**config.mk**
```make
export PLATFORM = sky130hd
export DESIGN_NAME = smbt_target
export DESIGN_NICKNAME = d
export VERILOG_FILES = /design/src/hdl/smbt_pkg.sv /design/src/hdl/smbt_pin_sync.sv /design/src/hdl/smbt_target.sv
export VERILOG_INCLUDE_DIRS = /design/src /design/src/hdl
export SDC_FILE = /design/constraint.sdc
export NUM_CORES = 1
export LEC_CHECK = 0
export ABC_AREA = 1
export BUFFER_PORTS_ARGS = -buffer_cell sky130_fd_sc_hd__clkbuf_2
export CAP_MARGIN = 0
export CORE_ASPECT_RATIO = 1.25
export CORE_MARGIN = 2
export CORE_UTILIZATION = 25
export DETAILED_ROUTE_END_ITERATION = 8
export PLACE_DENSITY_LB_ADDON = 0.3
export SLEW_MARGIN = 25
export SYNTH_ARGS = -nofsm -noshare
export SYNTH_HDL_FRONTEND = slang
export SYNTH_SLANG_ARGS = --single-unit
```
**constraint.sdc**
```tcl
create_clock -name ref_clk -period 2.1 [get_ports ref_clk]
set_input_delay 0.315 -clock ref_clk [delete_from_list [all_inputs] [get_ports ref_clk]]
set_output_delay 0.315 -clock ref_clk [all_outputs]
set_load 0.01 [all_outputs]
```
**src/hdl/smbt_consts.svh**
```systemverilog
/*
  Constants of the SMBus indexed-block target: addresses, offsets,
  reset values. Assumes inclusion by bare name in the design files.
*/
`ifndef SMBT_CONSTS_SVH
`define SMBT_CONSTS_SVH

// ----------------------------------------------------------------
// target addresses chosen by the latched strap
// ----------------------------------------------------------------
`define SMBT_ADDR_STRAP0 7'h68
`define SMBT_ADDR_STRAP1 7'h6A

// ----------------------------------------------------------------
// config space offsets and values
// ----------------------------------------------------------------
`define SMBT_OFFS_RSVD 8'h04
`define SMBT_RSVD_VAL 8'hFF
`define SMBT_OFFS_BCNT 8'h08
`define SMBT_BCNT_RESET 8'h08

// ----------------------------------------------------------------
// framing
// ----------------------------------------------------------------
`define SMBT_LAST_BIT 4'h7
`define SMBT_BYTE_BITS 4'h8
`define SMBT_STRAP_WAIT 2'h3

`endif

```
**src/hdl/smbt_pkg.sv**
```systemverilog
/*
  Types of the SMBus indexed-block target.
  Assumes nothing beyond a SystemVerilog compiler.
*/
package smbt_pkg;

  typedef enum logic [3:0] {
    ST_IDLE = 4'b0000,
    ST_ADDR = 4'b0001,
    ST_OFFS = 4'b0010,
    ST_CNT = 4'b0011,
    ST_WDATA = 4'b0100,
    ST_ACK = 4'b0101,
    ST_TX = 4'b0110,
    ST_TXACK = 4'b0111,
    ST_TXLD = 4'b1000,
    ST_IGNORE = 4'b1001
  } smbt_state_t;

  typedef struct packed {
    logic scl;
    logic sda;
    logic scl_rise;
    logic scl_fall;
    logic start;
    logic stop;
    logic strap;
  } smbt_bus_ev_t;

  typedef struct packed {
    logic we;
    logic [7:0] addr;
    logic [7:0] data;
  } smbt_reg_wr_t;

endpackage

```
**src/hdl/smbt_pin_sync.sv**
```systemverilog
/*
  Pin synchroniser and bus event detector for the SMBus target.
  Assumes scl, sda and strap arrive asynchronously to ref_clk.
*/
`timescale 1ns/1ns

module smbt_pin_sync (
  input wire logic ref_clk,
  input wire logic rst,
  input wire logic scl,
  input wire logic sda,
  input wire logic strap,
  output smbt_pkg::smbt_bus_ev_t ev
);
  import smbt_pkg::*;

  // bit 0 scl, bit 1 sda, bit 2 strap
  logic [2:0] meta_reg;
  logic [2:0] sync_reg;
  logic [1:0] old_reg;

  always_ff @(posedge ref_clk or posedge rst)
  begin
    if (rst)
    begin
      meta_reg <= 3'h3;
      sync_reg <= 3'h3;
      old_reg <= 2'h3;
    end
    else
    begin
      meta_reg <= {strap, sda, scl};
      sync_reg <= meta_reg;
      old_reg <= sync_reg[1:0];
    end
  end

  // ----------------------------------------------------------------
  // edges and conditions seen only on second-stage copies and their one-cycle-old values
  // ----------------------------------------------------------------
  assign ev.scl = sync_reg[0];
  assign ev.sda = sync_reg[1];
  assign ev.strap = sync_reg[2];
  assign ev.scl_rise = sync_reg[0] & ~old_reg[0];
  assign ev.scl_fall = ~sync_reg[0] & old_reg[0];
  assign ev.start = sync_reg[0] & old_reg[0] & old_reg[1] & ~sync_reg[1];
  assign ev.stop = sync_reg[0] & old_reg[0] & ~old_reg[1] & sync_reg[1];

endmodule // smbt_pin_sync

```
**src/hdl/smbt_target.sv**
```systemverilog
/*
  SMBus target for indexed block write and block read against a
  byte-addressed config space. Assumes the config space sits outside,
  answers reg_rdata combinationally for reg_raddr, and that the pad
  ring resolves sda from sda_low and sda_oe (open drain).
*/
// Functional notes
// - Offset byte N follows and is acknowledged
// - Count byte X follows and is acknowledged
// - Data lands at offsets N to N+X-1
// - Each written data byte acknowledged individually
// - Answer only the strap-selected target address
// - Read opens with write address and offset
// - Repeated start with read address acknowledged
// - First read byte is the byte-count register value
// - Then data from offset N onward
// - Count comes from byte-count register offset 8
// - Offset 4 reads back all ones
`timescale 1ns/1ns
`include "smbt_consts.svh"

module smbt_target (
  input wire logic ref_clk,
  input wire logic rst,
  input wire logic scl,
  input wire logic sda,
  output logic sda_low,
  output logic sda_oe,
  input wire logic address_select_strap,
  output logic [7:0] reg_raddr,
  input wire logic [7:0] reg_rdata,
  output smbt_pkg::smbt_reg_wr_t reg_wr
);
  import smbt_pkg::*;

  smbt_bus_ev_t ev;
  smbt_state_t state_reg;
  smbt_state_t ret_reg;
  logic [3:0] bit_reg;
  logic [7:0] shift_reg;
  logic [7:0] offs_reg;
  logic [7:0] wrem_reg;
  logic [7:0] bcnt_reg;
  logic sent_cnt_reg;
  logic oe_reg;
  logic [1:0] strap_wait_reg;
  logic strap_done_reg;
  logic sel_reg;

  smbt_pin_sync u_sync (
    .ref_clk(ref_clk),
    .rst(rst),
    .scl(scl),
    .sda(sda),
    .strap(address_select_strap),
    .ev(ev)
  );

  // ----------------------------------------------------------------
  // decode
  // ----------------------------------------------------------------
  wire [7:0] rx_byte = {shift_reg[6:0], ev.sda};
  wire [6:0] my_addr = sel_reg ? `SMBT_ADDR_STRAP1 : `SMBT_ADDR_STRAP0;
  wire addr_match = strap_done_reg && (rx_byte[7:1] == my_addr);
  wire last_rx = ev.scl_rise && (bit_reg == `SMBT_LAST_BIT);
  wire [7:0] rd_byte = (offs_reg == `SMBT_OFFS_RSVD) ? `SMBT_RSVD_VAL :
    (offs_reg == `SMBT_OFFS_BCNT) ? bcnt_reg : reg_rdata;
  // count byte first, register data afterwards
  wire [7:0] tx_byte = sent_cnt_reg ? rd_byte : bcnt_reg;
  wire tx_load = ev.scl_fall &&
    ((state_reg == ST_TXLD) ||
     (state_reg == ST_ACK && oe_reg && ret_reg == ST_TX));
  wire wr_take = last_rx && state_reg == ST_WDATA && wrem_reg != 8'h00;

  assign sda_low = 1'b0;
  assign sda_oe = oe_reg;
  assign reg_raddr = offs_reg;

  // ----------------------------------------------------------------
  // strap latch: waits for the synchroniser to fill, then freezes
  // ----------------------------------------------------------------
  always_ff @(posedge ref_clk or posedge rst)
  begin
    if (rst)
    begin
      strap_wait_reg <= 2'h0;
      strap_done_reg <= 1'b0;
      sel_reg <= 1'b0;
    end
    else if (!strap_done_reg)
    begin
      if (strap_wait_reg == `SMBT_STRAP_WAIT)
      begin
        strap_done_reg <= 1'b1;
        sel_reg <= ev.strap;
      end
      else
        strap_wait_reg <= strap_wait_reg + 2'h1;
    end
  end

  // ----------------------------------------------------------------
  // transaction engine
  // ----------------------------------------------------------------
  always_ff @(posedge ref_clk or posedge rst)
  begin
    if (rst)
    begin
      state_reg <= ST_IDLE;
      ret_reg <= ST_IDLE;
      bit_reg <= 4'h0;
      shift_reg <= 8'h00;
      offs_reg <= 8'h00;
      wrem_reg <= 8'h00;
      bcnt_reg <= `SMBT_BCNT_RESET;
      sent_cnt_reg <= 1'b0;
      oe_reg <= 1'b0;
      reg_wr <= '0;
    end
    else
    begin
      reg_wr.we <= 1'b0;
      if (ev.stop)
      begin
        state_reg <= ST_IDLE;
        oe_reg <= 1'b0;
      end
      else if (ev.start)
      begin
        // repeated start also lands here
        state_reg <= ST_ADDR;
        bit_reg <= 4'h0;
        oe_reg <= 1'b0;
      end
      else
      begin
        case (state_reg)
          ST_ADDR, ST_OFFS, ST_CNT, ST_WDATA:
          begin
            if (ev.scl_rise)
            begin
              shift_reg <= rx_byte;
              bit_reg <= bit_reg + 4'h1;
            end
            if (last_rx)
            begin
              bit_reg <= 4'h0;
              state_reg <= ST_ACK;
              if (state_reg == ST_ADDR)
              begin
                if (!addr_match)
                  state_reg <= ST_IGNORE;
                else if (rx_byte[0])
                begin
                  ret_reg <= ST_TX;
                  sent_cnt_reg <= 1'b0;
                end
                else
                  ret_reg <= ST_OFFS;
              end
              else if (state_reg == ST_OFFS)
              begin
                offs_reg <= rx_byte;
                ret_reg <= ST_CNT;
              end
              else if (state_reg == ST_CNT)
              begin
                wrem_reg <= rx_byte;
                ret_reg <= ST_WDATA;
              end
              else if (wr_take)
              begin
                // surplus bytes beyond X are refused
                reg_wr.we <= 1'b1;
                reg_wr.addr <= offs_reg;
                reg_wr.data <= rx_byte;
                if (offs_reg == `SMBT_OFFS_BCNT)
                  bcnt_reg <= rx_byte;
                offs_reg <= offs_reg + 8'h01;
                wrem_reg <= wrem_reg - 8'h01;
                ret_reg <= ST_WDATA;
              end
              else
                state_reg <= ST_IGNORE;
            end
          end
          ST_ACK:
          begin
            if (ev.scl_fall && !oe_reg)
              oe_reg <= 1'b1;
            else if (ev.scl_fall)
            begin
              oe_reg <= 1'b0;
              state_reg <= ret_reg;
            end
          end
          ST_TX:
          begin
            if (ev.scl_fall && bit_reg == `SMBT_BYTE_BITS)
            begin
              oe_reg <= 1'b0;
              state_reg <= ST_TXACK;
            end
            else if (ev.scl_fall)
            begin
              oe_reg <= ~shift_reg[7];
              shift_reg <= {shift_reg[6:0], 1'b0};
              bit_reg <= bit_reg + 4'h1;
            end
          end
          ST_TXACK:
          begin
            if (ev.scl_rise)
              state_reg <= ev.sda ? ST_IGNORE : ST_TXLD;
          end
          ST_TXLD, ST_IDLE, ST_IGNORE:
          begin
            // idle and ignore stay off the bus until the next start or stop; ST_TXLD waits for tx_load
          end
          default:
            state_reg <= ST_IDLE;
        endcase
        if (tx_load)
        begin
          state_reg <= ST_TX;
          oe_reg <= ~tx_byte[7];
          shift_reg <= {tx_byte[6:0], 1'b0};
          bit_reg <= 4'h1;
          sent_cnt_reg <= 1'b1;
          if (sent_cnt_reg)
            offs_reg <= offs_reg + 8'h01;
        end
      end
    end
  end
endmodule // smbt_target

```
After elaboration in Yosys (flattened, before gate mapping)

Cells that the tools add are included.

Register bits: 75
Output and inout port bits: 27

Eq/ne operators: 31
Bitwise logic cells: 20
Muxes and demuxes: 71
Add/subtract/negate cells: 4
Reduce and logical (&&, ||, !) cells: 37

Operators with widths:

| cell                                          | count |
|---|---|
| 2-to-1 mux 17 bit                             | 8 |
| 2-to-1 mux 8 bit                              | 17 |
| 2-to-1 mux 4 bit                              | 24 |
| != test 5 bit, second input constant          | 6 |
| == test 4 x 3 -> 1 bit, second input constant | 6 |
| case mux 4 bit (5 select lines)               | 1 |
| AND reduction 6 bit                           | 3 |
| 2-to-1 mux 1 bit                              | 16 |
| case mux 8 bit (2 select lines)               | 1 |
| AND reduction 7 bit                           | 2 |
| NOT 1 bit                                     | 13 |
| == test 4 bit, second input constant          | 3 |
| != test 4 bit, second input constant          | 3 |
| nonzero test 2 bit                            | 6 |
| logical AND 1 bit                             | 9 |
| != test 3 bit, second input constant          | 3 |
| AND reduction 9 bit                           | 1 |
| adder 8 x 1 -> 8 bit, second input constant   | 1 |
| == test 4 x 2 -> 1 bit, second input constant | 2 |
| == test 8 x 3 -> 1 bit, second input constant | 1 |
| == test 8 x 4 -> 1 bit, second input constant | 1 |
| case mux 4 bit (2 select lines)               | 1 |
| AND reduction 8 bit                           | 1 |
| nonzero test 4 bit                            | 2 |
| other kinds (24)                              | 32 |

Depth between registers and ports, before layout

Gate-level depths: netlist of run 1.

Depth in word-level cells: 14
Depth in mapped cells: 13
Mapped depth without buffers: 13

Cells and area by module

Synthesis of run 1 repeated with hierarchy kept, for this count alone.

Cells, all modules: 628
Area, all modules: 4,571.9 um2

Modules (own cells, without submodules):

| module        | times used | cells each | area each (um2) | seq. area each (um2) |
|---|---|---|---|---|
| smbt_target   | 1          | 608        | 4,319.1         | 1,652.8 |
| smbt_pin_sync | 1          | 20         | 252.7           | 207.7 |

Worst setup path after synthesis of run 1

OpenSTA, ideal clock, no wires.

Path kind: flip-flop to flip-flop
Start: register offs_reg[0], in the netlist reg_raddr[0]
End: register shift_reg[5]
Setup time: 0.117 ns
Clock period less this slack: 1.638 ns
Setup slack: 0.462 ns
Data required time: 1.983 ns
Data arrival time: 1.520 ns
Cell stages (with the launch flop): 12
Buffers on the path: 0
Path through: dfrtp_1 -> inv_1 -> ha_1 -> nand3_1 -> nor3_1 -> inv_1 -> nand2_1 -> nand2_1 -> nand2_1 -> nand2_1 -> nand3_1 -> nand2_1

Word-level cells in the longest chain between the ends: 5
Elaborated cells on any way between the ends: 6
Classes of those cells: eq/ne: 2; mux: 4

Ends and longest elaborated chain:

| what                             | RTL line           | text |
|---|---|---|
| start, declared                  | smbt_target.sv:41  | `logic [7:0] offs_reg;` |
| start signal, assigned           | smbt_target.sv:163 | `offs_reg <= rx_byte;` |
| start signal, assigned           | smbt_target.sv:179 | `offs_reg <= offs_reg + 8'h01;` |
| start signal, assigned           | smbt_target.sv:231 | `offs_reg <= offs_reg + 8'h01;` |
| == test 8 x 4 -> 1 bit (no line) | --                 |  |
| 2-to-1 mux 8 bit                 | smbt_target.sv:67  | `` (offs_reg == `SMBT_OFFS_BCNT) ? bcnt_reg : reg_rdata; `` |
| 2-to-1 mux 8 bit (*)             | smbt_target.sv:66  | `` wire [7:0] rd_byte = (offs_reg == `SMBT_OFFS_RSVD) ? `SMBT_RSVD_VAL : `` |
| 2-to-1 mux 8 bit (*)             | smbt_target.sv:69  | `wire [7:0] tx_byte = sent_cnt_reg ? rd_byte : bcnt_reg;` |
| 2-to-1 mux 8 bit (*)             | smbt_target.sv:223 | `if (tx_load)` |
| end signal, assigned             | smbt_target.sv:142 | `shift_reg <= rx_byte;` |
| end signal, assigned             | smbt_target.sv:207 | `shift_reg <= {shift_reg[6:0], 1'b0};` |
| end signal, assigned             | smbt_target.sv:227 | `shift_reg <= {tx_byte[6:0], 1'b0};` |
| end, declared                    | smbt_target.sv:40  | `logic [7:0] shift_reg;` |

Every way passes the cells marked *; elsewhere a longest branch is shown, timed or not.
A chain may end at the register's enable or synchronous reset.

Worst setup path in the final report of run 1

Start: register u_sync.sync_reg[1]
End: register offs_reg[7], in the netlist reg_raddr[7]

Word-level cells in the longest chain between the ends: 4
Elaborated cells on any way between the ends: 6
Classes of those cells: bitwise: 5; reduce/logical: 1

Ends and longest elaborated chain:

| what                              | RTL line            | text |
|---|---|---|
| start, declared                   | smbt_pin_sync.sv:19 | `logic [2:0] sync_reg;` |
| start signal, assigned            | smbt_pin_sync.sv:33 | `sync_reg <= meta_reg;` |
| NOT 1 bit                         | smbt_pin_sync.sv:46 | `assign ev.start = sync_reg[0] & old_reg[0] & old_reg[1] & ~sync_reg[1];` |
| AND 1 bit                         | smbt_pin_sync.sv:46 |  |
| NOT 1 bit (no line)               | --                  |  |
| AND reduction 2 bit (no line) (*) | --                  |  |

Marked as above.

==> impl_metrics.json, run 1 <==
{
  "drtAntennaViolNets": 0,
  "fp.dieW_um": 118.5,
  "post_cts_buffers": 0,
  "synth_seq_area_share_pct": 45.42,
  "synth_cells": 550,
  "worst_path_max_delay_cell": "dfstp_2",
  "drc": 0,
  "grtUsageMet2_pct": 20.75,
  "synth_area_leaders": "dfrtp_1 (41%), nand2_1 (18%), inv_1 (6.6%), dfstp_2 (4.5%), o21ai_1 (4.4%)",
  "wl_per_cell_um": 12.88,
  "via_count": 3574,
  "grt_pass1_wl_mm": 17.44,
  "antenna_found_initial": 0,
  "finalClockSkew_ns": 0.01192,
  "clkSlewWorstSetupHoldPaths_ns": 0.06,
  "io_buffers": 38,
  "use_met1_pct": 15.79,
  "clockBufferDepth": 2,
  "vias_per_cell": 4.332,
  "maxCapViolations": 0,
  "dp_hpwl_mm": 8.073,
  "fin_crit_sh_pct": 86.18,
  "cts-buffers-inserted": 9,
  "core_um2": 16140,
  "reg2reg_from": "u_sync.sync_reg[1]$_DFF_PP1_",
  "violations": "hold timing",
  "grt_max_degree": 34,
  "netlist_area_um2": 4096,
  "cts_tree": "done",
  "worstPathRequired_ns": 2.33,
  "crit_chain": "inv_1 > nor3_1 > nor2_2 > buf_4 > nand3_1 > o21ai_0 > nand2_1 > nand3_1",
  "slew_violations": 0,
  "grt_remaining_overflow": 0,
  "cp_common_cell": "nand3_1",
  "drtIter0Drc": 300,
  "ys_types": 36,
  "insertion_delay_ns": 0.34,
  "drive_gt1_share_pct": 18.56,
  "grt_use_total_pct": 12.85,
  "final_common_cell": "nand2_1",
  "fin_nets": 624,
  "p_leak_nw": 2.550,
  "fin_tns_setup_ns": 0,
  "start_kind": "flop",
  "chipHeight_um": 147.1,
  "path_max_fanout": 7,
  "arrival_ns": 2.04,
  "critPathKind": "reg -> reg",
  "cts_max_level": 3,
  "grtUsageMet3_pct": 2.950,
  "synth_nets": 570,
  "gp_congestion": 0.8830,
  "setup_slack_ns": 0.2902,
  "hp-class": "in -> async",
  "cp_slowest_stage_delay_ns": 0.60,
  "grt_pass1_vias": 3374,
  "ctsResizeCount": 0,
  "hold_viol": 3,
  "clock_sinks": 74,
  "fin_crit_ns": 1.810,
  "yosys_warnings": 0,
  "r2r_end": "reg_raddr[7]$_DFFE_PP0P_",
  "status": "finished with violations",
  "worstMarginPinSlew_ns": 0.5408,
  "power.density_nw_per_um2": 971.5,
  "yosysTopAreaCellShare_pct": 40.93,
  "fillers": 1761,
  "initial_core_util_pct": 25.39,
  "top_register": "reg_wr",
  "ir_drop_mv": 0.3629,
  "fp-row-count": 52,
  "relSlewSlack_pct": 63.82,
  "crit_path_end_kind": "flop",
  "holdWs_ns": -0.004090,
  "synthFlopType": "dfrtp_1",
  "drt_wl_total_mm": 10.62,
  "largest_reg_flops": 17,
  "reg2reg_slack_ns": 0.29,
  "areaGrowthSynthToFinish_pct": 19.88,
  "setup_violations": 0,
  "dieArea_um2": 17430,
  "boundaryPins": 40,
  "max_freq_mhz": 552.5,
  "layout_common_cells": "nand2_1 (194), inv_1 (71), dfrtp_1 (67), clkbuf_2 (38), o21ai_1 (36)",
  "synth.avg_cell_area_um2": 7.448,
  "synth-seq-cells": 74,
  "top_usage_layer": "met2",
  "synth_edf_count": 0,
  "synth_async_sr_flop_share_pct": 100.0,
  "synth_top_cell_by_area": "dfrtp_1",
  "pre_cts_ws_ns": 0.1656,
  "antenna_cells": 0,
  "cts_hold_buf": 0,
  "rsz0062_at_grt": "no",
  "reg2reg_depth": 8,
  "cts_root_buf": "clkbuf_16",
  "first_pass_iters": 5
}
==> power breakdown <==
| part | total (mW) | switching, mW | internal, mW |
|---|---|---|---|
| Clock | 1.55 | 0.631 | 0.922 |
| Combinational | 1.45 | 0.990 | 0.462 |
| Sequential | 1.77 | 0.174 | 1.59 |
| Total | 4.77 | 1.79 | 2.98 |
==> metal layers <==
metal | share of wire [%] | wire length [µm] | vias to the layer above
met5 | 0 | 0 | -
met4 | 2.8 | 302 | 0
met3 | 3.8 | 407 | 16
met2 | 48 | 5115 | 75
met1 | 45 | 4796 | 1637
li1 | - | - | 1846
==> layout make-up <==
class | instances | area (µm²) | area share (%)
clock buffer | 10 | 229.0 | 4.662
timing repair buffer | 54 | 322.8 | 6.573
multi-input combinational | 384 | 1853 | 37.73
tap | 216 | 270.3 | 5.503
clock inverter | 6 | 67.56 | 1.376
sequential | 74 | 1861 | 37.89
inverter | 81 | 307.8 | 6.268
==> synth_stat cells, types with 5 or more instances <==
cell type and instances:
nand2_1 194, nor2_2 6, a21oi_1 8, ha_1 7, nand2_2 9, nor3_1 7
dfstp_2 7, o21ai_0 20, nand4_1 11, nand3_1 33, nand2_4 5, xor2_1 6
inv_2 8, o21ai_1 36, dfrtp_1 67, inv_1 72, nor2_1 22
==> how the worst max path moves through the flow <==
stage,startpoint,endpoint,slack (ns),depth (start not counted)
2_1_floorplan,reg_raddr[0]$_DFFE_PP0P_,shift_reg[5]$_DFFE_PP0P_,0.46,11
3_3_place_gp,reg_raddr[0]$_DFFE_PP0P_,shift_reg[1]$_DFFE_PP0P_,0.20,11
3_5_place_dp,reg_raddr[0]$_DFFE_PP0P_,shift_reg[7]$_DFFE_PP0P_,0.17,11
4_1_cts,reg_raddr[0]$_DFFE_PP0P_,shift_reg[7]$_DFFE_PP0P_,0.15,11
5_1_grt,bit_reg[0]$_DFFE_PP0P_,wrem_reg[6]$_DFFE_PP0P_,0.01,11
6_report,u_sync.sync_reg[1]$_DFF_PP1_,reg_raddr[7]$_DFFE_PP0P_,0.29,8
==> through the flow <==
stage | util, % | power, mW | cells | cell area [µm²]
after floorplan | - | 2.821 | 550 | 4100
after global placement | 28.57 | 3.261 | 809 | 4609
after detailed placement | 28.57 | 3.264 | 809 | 4609
after CTS | 30.40 | 4.850 | 825 | 4906
after global routing | 30.44 | 5.136 | 825 | 4911
final | 30.44 | 4.771 | 825 | 4911
==> critical path: cells and delay by family (launching register included) <==
family,cells,cell delay [ns]
simple gates,5,0.63
compound gates,1,0.09
flops,1,0.60
buf+inv,2,0.37
==> cells by family (layout without fill, tap and decap cells) <==
kind of cell               count (synthesis)  in the layout  share of synthesized area (%)
and+or+nand+nor                          297            297                          32.19
buffers and inverters                     92            151                          9.468
DFF                                       74             74                          45.42
AOI/OAI and AO/OA                         72             72                          9.194
adders and majority gates                  7              7                          2.138
xor gates and xnor gates                   7              7                          1.497
other                                      1              1                        0.09154
Power figures use the tool's default switching activity.
==> inputs of run 2 (changes only) <==
--- a/config.mk
+++ b/config.mk
@@ -9,12 +9,16 @@
 export ABC_AREA = 1
 export BUFFER_PORTS_ARGS = -buffer_cell sky130_fd_sc_hd__clkbuf_2
 export CAP_MARGIN = 0
+export CELL_PAD_IN_SITES_DETAIL_PLACEMENT = 0
+export CELL_PAD_IN_SITES_GLOBAL_PLACEMENT = 2
 export CORE_ASPECT_RATIO = 1.25
 export CORE_MARGIN = 2
 export CORE_UTILIZATION = 25
 export DETAILED_ROUTE_END_ITERATION = 8
 export PLACE_DENSITY_LB_ADDON = 0.3
+export SETUP_SLACK_MARGIN = 0.15
 export SLEW_MARGIN = 25
 export SYNTH_ARGS = -nofsm -noshare
 export SYNTH_HDL_FRONTEND = slang
+export SYNTH_HIERARCHICAL = 1
 export SYNTH_SLANG_ARGS = --single-unit
==> impl_metrics.json, run 2 <==
{
  "status": "finished clean",
  "synth_top_cell_by_area": "dfrtp_1",
  "grt_pass1_vias": 4273,
  "fin_tns_setup_ns": 0,
  "maxCapViolations": 0,
  "synthAdderAreaFrac_pct": 1.916,
  "top_register": "reg_wr",
  "worstPathRequired_ns": 2.32,
  "grt_remaining_overflow": 0,
  "core_um2": 18030,
  "clkSlewWorstSetupHoldPaths_ns": 0.06,
  "relSlewSlack_pct": 60.25,
  "io_buffers": 38,
  "min_path_cells": 1,
  "max_freq_mhz": 545.4,
  "fp-row-count": 55,
  "fin_nets": 720,
  "synth.avg_cell_area_um2": 7.280,
  "setup_violations": 0,
  "p_int_mw": 3.403,
  "drtAntennaViolNets": 0,
  "cts_root_buf": "clkbuf_16",
  "boundaryPins": 40,
  "hp-class": "in -> reg",
  "drtIter0Drc": 237,
  "fin_crit_ns": 1.833,
  "first_pass_iters": 4,
  "synth_seq_area_share_pct": 40.70,
  "synth_xor_area_share_pct": 0.9579,
  "pwr-share-comb_pct": 39.7,
  "chipHeight_um": 155.2,
  "crit_buf_inv": 2,
  "wl_per_cell_um": 15.17,
  "path_max_fanout": 8,
  "drc": 0,
  "clkPwrFrac_pct": 27.8,
  "hold_viol": 0,
  "final_cells": 933,
  "power.density_nw_per_um2": 1037,
  "reg2reg_from": "state_reg[3]$_DFFE_PP0P_",
  "start_kind": "flop",
  "synth.area.mux_share_pct": 0,
  "ys_top_cells_by_count": "nand2_1 (217), inv_1 (69), dfrtp_1 (67)",
  "layout_common_cells": "nand2_1 (212), dfrtp_1 (67), inv_1 (66), nand3_1 (47), clkbuf_2 (38)",
  "fp.dieW_um": 125.0,
  "cts-buffers-inserted": 9,
  "insertion_delay_ns": 0.34,
  "clock_sinks": 74,
  "min_to": "u_sync/meta_reg[0]$_DFF_PP1_",
  "ys_types": 34,
  "netlist_area_um2": 4572,
  "worstMarginPinSlew_ns": 0.5963,
  "reg2reg_depth": 9,
  "synthSimpleGateAreaFrac_pct": 37.41,
  "yosysTopAreaCellShare_pct": 36.67,
  "grt_use_total_pct": 15.18,
  "largest_reg_flops": 17,
  "clockBufferDepth": 2,
  "synth.most_common_cell": "nand2_1",
  "synth_edf_count": 0,
  "drive_gt1_share_pct": 25.82,
  "cts_tree": "done",
  "yosys_warnings": 6,
  "via_count": 4159,
  "r2r_end": "bcnt_reg[6]$_DFFE_PP0P_",
  "p_leak_nw": 2.877,
  "slew_violations": 0,
  "fin_crit_sh_pct": 87.31,
  "drt_wl_total_mm": 14.16,
  "critPathKind": "reg -> reg",
  "final_common_cell": "nand2_1",
  "placedCellCount": 908,
  "synth_async_sr_flop_share_pct": 100.0,
  "reg2reg_slack_ns": 0.27,
  "path_delay_family": "simple AND/OR/NAND/NOR gates",
  "crit_chain": "inv_2 > nand2_4 > nor2_1 > nand2_2 > nor2_4 > nand4_4 > buf_12 > nand2_1 > o21ai_2",
  "rsz0062_at_grt": "yes",
  "vias_per_cell": 4.458,
  "ir_drop_mv": 0.4959,
  "grt_max_degree": 43,
  "synth_compound_area_share_pct": 9.278,
  "finalClockSkew_ns": 0.004937,
  "synth_nets": 648,
  "antenna_cells": 0,
  "synth_top_family_by_area": "simple AND/OR/NAND/NOR gates",
  "cts_max_level": 3,
  "cp_slowest_stage_delay_ns": 0.45,
  "power.net_switching_mw": 2.471,
  "areaGrowthSynthToFinish_pct": 23.89,
  "hp-start": "scl",
  "worst_path_max_delay_cell": "dfrtp_1",
  "initial_core_util_pct": 25.36,
  "power_frac_seq_pct": 32.5,
  "dp_hpwl_mm": 10.82,
  "dieArea_um2": 19390,
  "synthFlopType": "dfrtp_1",
  "antenna_found_initial": 0,
  "synth-seq-cells": 74,
  "arrival_ns": 2.06,
  "gp_congestion": 0.8383,
  "power_switching_share_pct": 42.07,
  "crit_path_end_kind": "flop",
  "synth_cells": 628,
  "grt_pass1_wl_mm": 22.98,
  "synth_area_leaders": "dfrtp_1 (37%), nand2_1 (18%), inv_1 (5.7%), nand3_1 (5.3%), dfstp_2 (4.0%)"
}
## run 2: worst max-delay path by stage
stage,startpoint,endpoint,slack [ns],cells after the start
final,state_reg[3]$_DFFE_PP0P_,bcnt_reg[6]$_DFFE_PP0P_,0.27,9
after CTS,u_sync/sync_reg[0]$_DFF_PP1_,wrem_reg[7]$_DFFE_PP0P_,0.17,12
after global routing,u_sync/old_reg[0]$_DFF_PP1_,state_reg[3]$_DFFE_PP0P_,0.13,13
after floorplan,u_sync/sync_reg[1]$_DFF_PP1_,wrem_reg[0]$_DFFE_PP0P_,0.25,13
after detailed placement,u_sync/sync_reg[0]$_DFF_PP1_,wrem_reg[2]$_DFFE_PP0P_,0.05,12
after global placement,u_sync/sync_reg[0]$_DFF_PP1_,wrem_reg[2]$_DFFE_PP0P_,0.06,12
## run 2: area by class of cell
| class | count | area [µm²] |
|---|---|---|
| clock buffer | 11 | 242.7 |
| clock inverter | 5 | 62.56 |
| fill | 1949 | 12370 |
| inverter | 85 | 330.3 |
| multi-input combinational | 453 | 2354 |
| sequential | 74 | 1861 |
| tap | 228 | 285.3 |
| timing repair buffer | 76 | 520.5 |
| timing repair inverter | 1 | 8.758 |
## run 2: cell families after synthesis
family / count (synthesis)
compound gates: 75
xor+xnor: 5
fa+ha+maj: 7
buf+inv: 101
flops: 74
other cells: 1
simple gates: 365
## run 2: power groups by stage
stage / logic, mW / clock network, mW / registers [mW]
CTS: 2.32 / 1.68 / 1.91
global route: 2.61 / 1.74 / 1.94
detailed placement: 2.30 / 0 / 1.94
global placement: 2.30 / 0 / 1.93
finish: 2.33 / 1.63 / 1.91
floorplan: 1.44 / 0 / 1.90
## run 2: per-stage QoR
stage | setup slack (ns) | power, mW | hold slack [ns] | util (%) | instance area [µm²]
floorplan | 0.2468 | 3.336 | 0.1264 | - | 4576
global placement | 0.05792 | 4.231 | 0.2486 | 28.65 | 5166
detailed placement | 0.04960 | 4.235 | 0.2588 | 28.65 | 5166
CTS | 0.1654 | 5.913 | 0.03670 | 30.81 | 5555
global route | 0.1288 | 6.299 | 0.03802 | 31.42 | 5664
finish | 0.2666 | 5.874 | 0.05259 | 31.42 | 5664
## run 2: metal layers
metal,vias up,routed length (µm),track usage [%]
met4,0,337,5.397
met2,52,7312,27.37
met1,1964,6153,18.26
li1,2123,-,-
met5,-,0,0
met3,20,353,2.545
## run 2: repair_timing
| action | 4_1_cts | 5_1_grt |
|---|---|---|
| hold buffers | 1 | 0 |
| gates cloned | 1 | 1 |
| setup buffers | 2 | 4 |
| pin swaps | 2 | 4 |
| setup endpoints to repair | 35 | 48 |
| resized for setup | 12 | 17 |
| endpoints found under the hold margin | 7 | 0 |
==> inputs of run 3 (changes only) <==
--- a/config.mk
+++ b/config.mk
@@ -6,7 +6,7 @@
 export SDC_FILE = /design/constraint.sdc
 export NUM_CORES = 1
 export LEC_CHECK = 0
-export ABC_AREA = 1
+export ABC_AREA = 0
 export BUFFER_PORTS_ARGS = -buffer_cell sky130_fd_sc_hd__clkbuf_2
 export CAP_MARGIN = 0
 export CELL_PAD_IN_SITES_DETAIL_PLACEMENT = 0
@@ -14,6 +14,7 @@
 export CORE_ASPECT_RATIO = 1.25
 export CORE_MARGIN = 2
 export CORE_UTILIZATION = 25
+export CTS_BUF_LIST = sky130_fd_sc_hd__clkbuf_16
 export DETAILED_ROUTE_END_ITERATION = 8
 export PLACE_DENSITY_LB_ADDON = 0.3
 export SETUP_SLACK_MARGIN = 0.15
==> impl_metrics.json, run 3 <==
{
  "grt_use_total_pct": 15.66,
  "crit_path_end_kind": "flop",
  "start_kind": "flop",
  "fillers": 1513,
  "initial_core_util_pct": 25.59,
  "r2r_end": "reg_raddr[7]$_DFFE_PP0P_",
  "synth.most_common_cell": "dfrtp_1",
  "drtAntennaViolNets": 0,
  "wl_per_cell_um": 16.64,
  "reg2reg_depth": 9,
  "synth_seq_area_share_pct": 46.51,
  "synth_top_cell_by_area": "dfrtp_1",
  "yosysTopAreaCellShare_pct": 41.91,
  "drc": 0,
  "synthFlopType": "dfrtp_1",
  "fin_total_pwr_mw": 6.220,
  "crit_cells": 9,
  "antenna_found_initial": 0,
  "synth_async_sr_flop_share_pct": 100.0,
  "worst_path_max_delay_cell": "dfrtp_1",
  "hold_viol": 0,
  "synth-seq-cells": 74,
  "worstPathRequired_ns": 2.33,
  "dieArea_um2": 17040,
  "setup_slack_ns": -0.07678,
  "io_buffers": 38,
  "synth_edf_count": 0,
  "reg2reg_slack_ns": -0.08,
  "path_delay_family": "compound AO/OA/AOI/OAI gates",
  "violations": "setup timing",
  "reg2reg_from": "wrem_reg[0]$_DFFE_PP0P_",
  "final_common_cell": "buf_4",
  "crit_chain": "inv_2 > ha_4 > or3b_4 > o211a_4 > buf_6 > a31oi_4 > buf_6 > nor2_2 > a221o_1",
  "finalClockSkew_ns": 0.009235,
  "areaGrowthSynthToFinish_pct": 55.77,
  "cp-endpoint": "reg_raddr[7]$_DFFE_PP0P_",
  "yosys_warnings": 6,
  "cts-buffers-inserted": 9,
  "cts_max_level": 3,
  "fin_nets": 555,
  "insertion_delay_ns": 0.35,
  "slew_violations": 0,
  "ys_types": 68,
  "grt_pass1_vias": 3720,
  "setup_violations": 28,
  "holdWs_ns": 0.05300,
  "synth_area_leaders": "dfrtp_1 (42%), mux2_2 (7.0%), dfstp_2 (4.6%), nand2_1 (3.3%), nor2_1 (2.7%)",
  "dp_hpwl_mm": 8.828,
  "clkSlewWorstSetupHoldPaths_ns": 0.07,
  "arrival_ns": 2.40,
  "layout_common_cells": "buf_4 (87), dfrtp_1 (65), clkbuf_2 (38), mux2_4 (28)",
  "drive_gt1_share_pct": 54.07,
  "pre_cts_ws_ns": -0.1049,
  "drt_wl_total_mm": 12.51,
  "cts_tree": "done",
  "synth.avg_cell_area_um2": 10.39,
  "fin_crit_sh_pct": 103.7,
  "antenna_cells": 0,
  "top_register": "reg_wr",
  "max_freq_mhz": 459.4,
  "fp-row-count": 51,
  "final_cells": 752,
  "rsz0062_at_grt": "yes",
  "power.density_nw_per_um2": 998.2,
  "status": "finished with violations",
  "netlist_area_um2": 4000,
  "cp_common_cell": "buf_6",
  "core_um2": 15630,
  "cp_slowest_stage_delay_ns": 0.39,
  "drtIter0Drc": 128,
  "fin_tns_setup_ns": -0.9010,
  "clock_sinks": 74,
  "largest_reg_flops": 17,
  "first_pass_iters": 5,
  "chipHeight_um": 145.4,
  "vias_per_cell": 4.727,
  "path_max_fanout": 5,
  "critPathKind": "reg -> reg",
  "startpoint": "wrem_reg[0]$_DFFE_PP0P_",
  "fin_crit_ns": 2.177,
  "maxCapViolations": 0,
  "gp_congestion": 0.7727,
  "grt_pass1_wl_mm": 20.45,
  "synth_cells": 385,
  "fp.dieW_um": 117.1,
  "cts_root_buf": "clkbuf_16",
  "hp-class": "in -> reg",
  "ys_top_cells_by_count": "dfrtp_1 (67), nand2_1 (35), nor2_1 (29)",
  "crit_buf_inv": 3,
  "boundaryPins": 40,
  "ir_drop_mv": 0.4847,
  "via_count": 3555,
  "synth_nets": 405,
  "placedCellCount": 706,
  "clockBufferDepth": 2,
  "grt_max_degree": 46,
  "p_leak_nw": 2.901,
  "grt_remaining_overflow": 0
}
-- run 3: area by class of cell --
cell class | count | area (µm²) | share of cell area, %
flip-flops and latches | 74 | 1863 | 29.90
repair buffers | 156 | 1260 | 20.22
inverters | 17 | 67.56 | 1.084
well taps | 212 | 265.3 | 4.257
clock inverters | 7 | 82.58 | 1.325
multi-input cells | 277 | 2467 | 39.60
clock buffers | 9 | 225.2 | 3.614
-- run 3: timing repair --
action,CTS,global route
hold buffers,1,0
setup buffers,19,9
gates cloned,1,0
endpoints found under the setup margin,57,60
pin swaps,40,21
endpoints found under the hold margin,2,0
gates resized for setup,89,38
-- run 3: logic make-up after synthesis --
logic type | after synthesis | share of synthesized area, %
simple gates | 127 | 17.33
compound gates | 97 | 18.02
flops | 74 | 46.51
mux | 41 | 11.23
buf+inv | 34 | 3.753
fa+ha+maj | 7 | 2.189
xor+xnor | 4 | 0.8760
other cells | 1 | 0.09375
-- run 3: per-layer routing --
metal / share of wire, % / vias to the layer above / track usage (%) / routed length, µm
li1: - / 1705 / - / -
met1: 44 / 1773 / 20.11 / 5484
met2: 52 / 62 / 26.32 / 6501
met3: 2.5 / 15 / 2.541 / 309
met4: 1.8 / 0 / 5.412 / 219
met5: 0 / - / 0 / 0
-- run 3: report_power, final --
group	internal, mW	switching, mW	leakage, nW	total [mW]
Sequential	1.59	0.145	0.964	1.74
Clock	0.942	0.688	0.145	1.63
Combinational	1.48	1.37	1.79	2.85
Total	4.02	2.20	2.90	6.22
-- run 3: metrics by stage --
stage,utilization [%],cell area (µm²)
after floorplan,-,4128
after global placement,33.23,5195
after detailed placement,33.23,5195
after CTS,38.33,5992
after global routing,39.86,6231
final,39.86,6231
-- run 3: how the worst min path moves through the flow --
stage                     from                           end  cells past startpoint
after floorplan            rst  u_sync/meta_reg[2]$_DFF_PP0_                      1
after global placement     rst  u_sync/meta_reg[2]$_DFF_PP0_                      2
after detailed placement   rst  u_sync/meta_reg[2]$_DFF_PP0_                      2
after CTS                  sda  u_sync/meta_reg[1]$_DFF_PP1_                      1
after global routing       sda  u_sync/meta_reg[1]$_DFF_PP1_                      1
final                      sda  u_sync/meta_reg[1]$_DFF_PP1_                      1
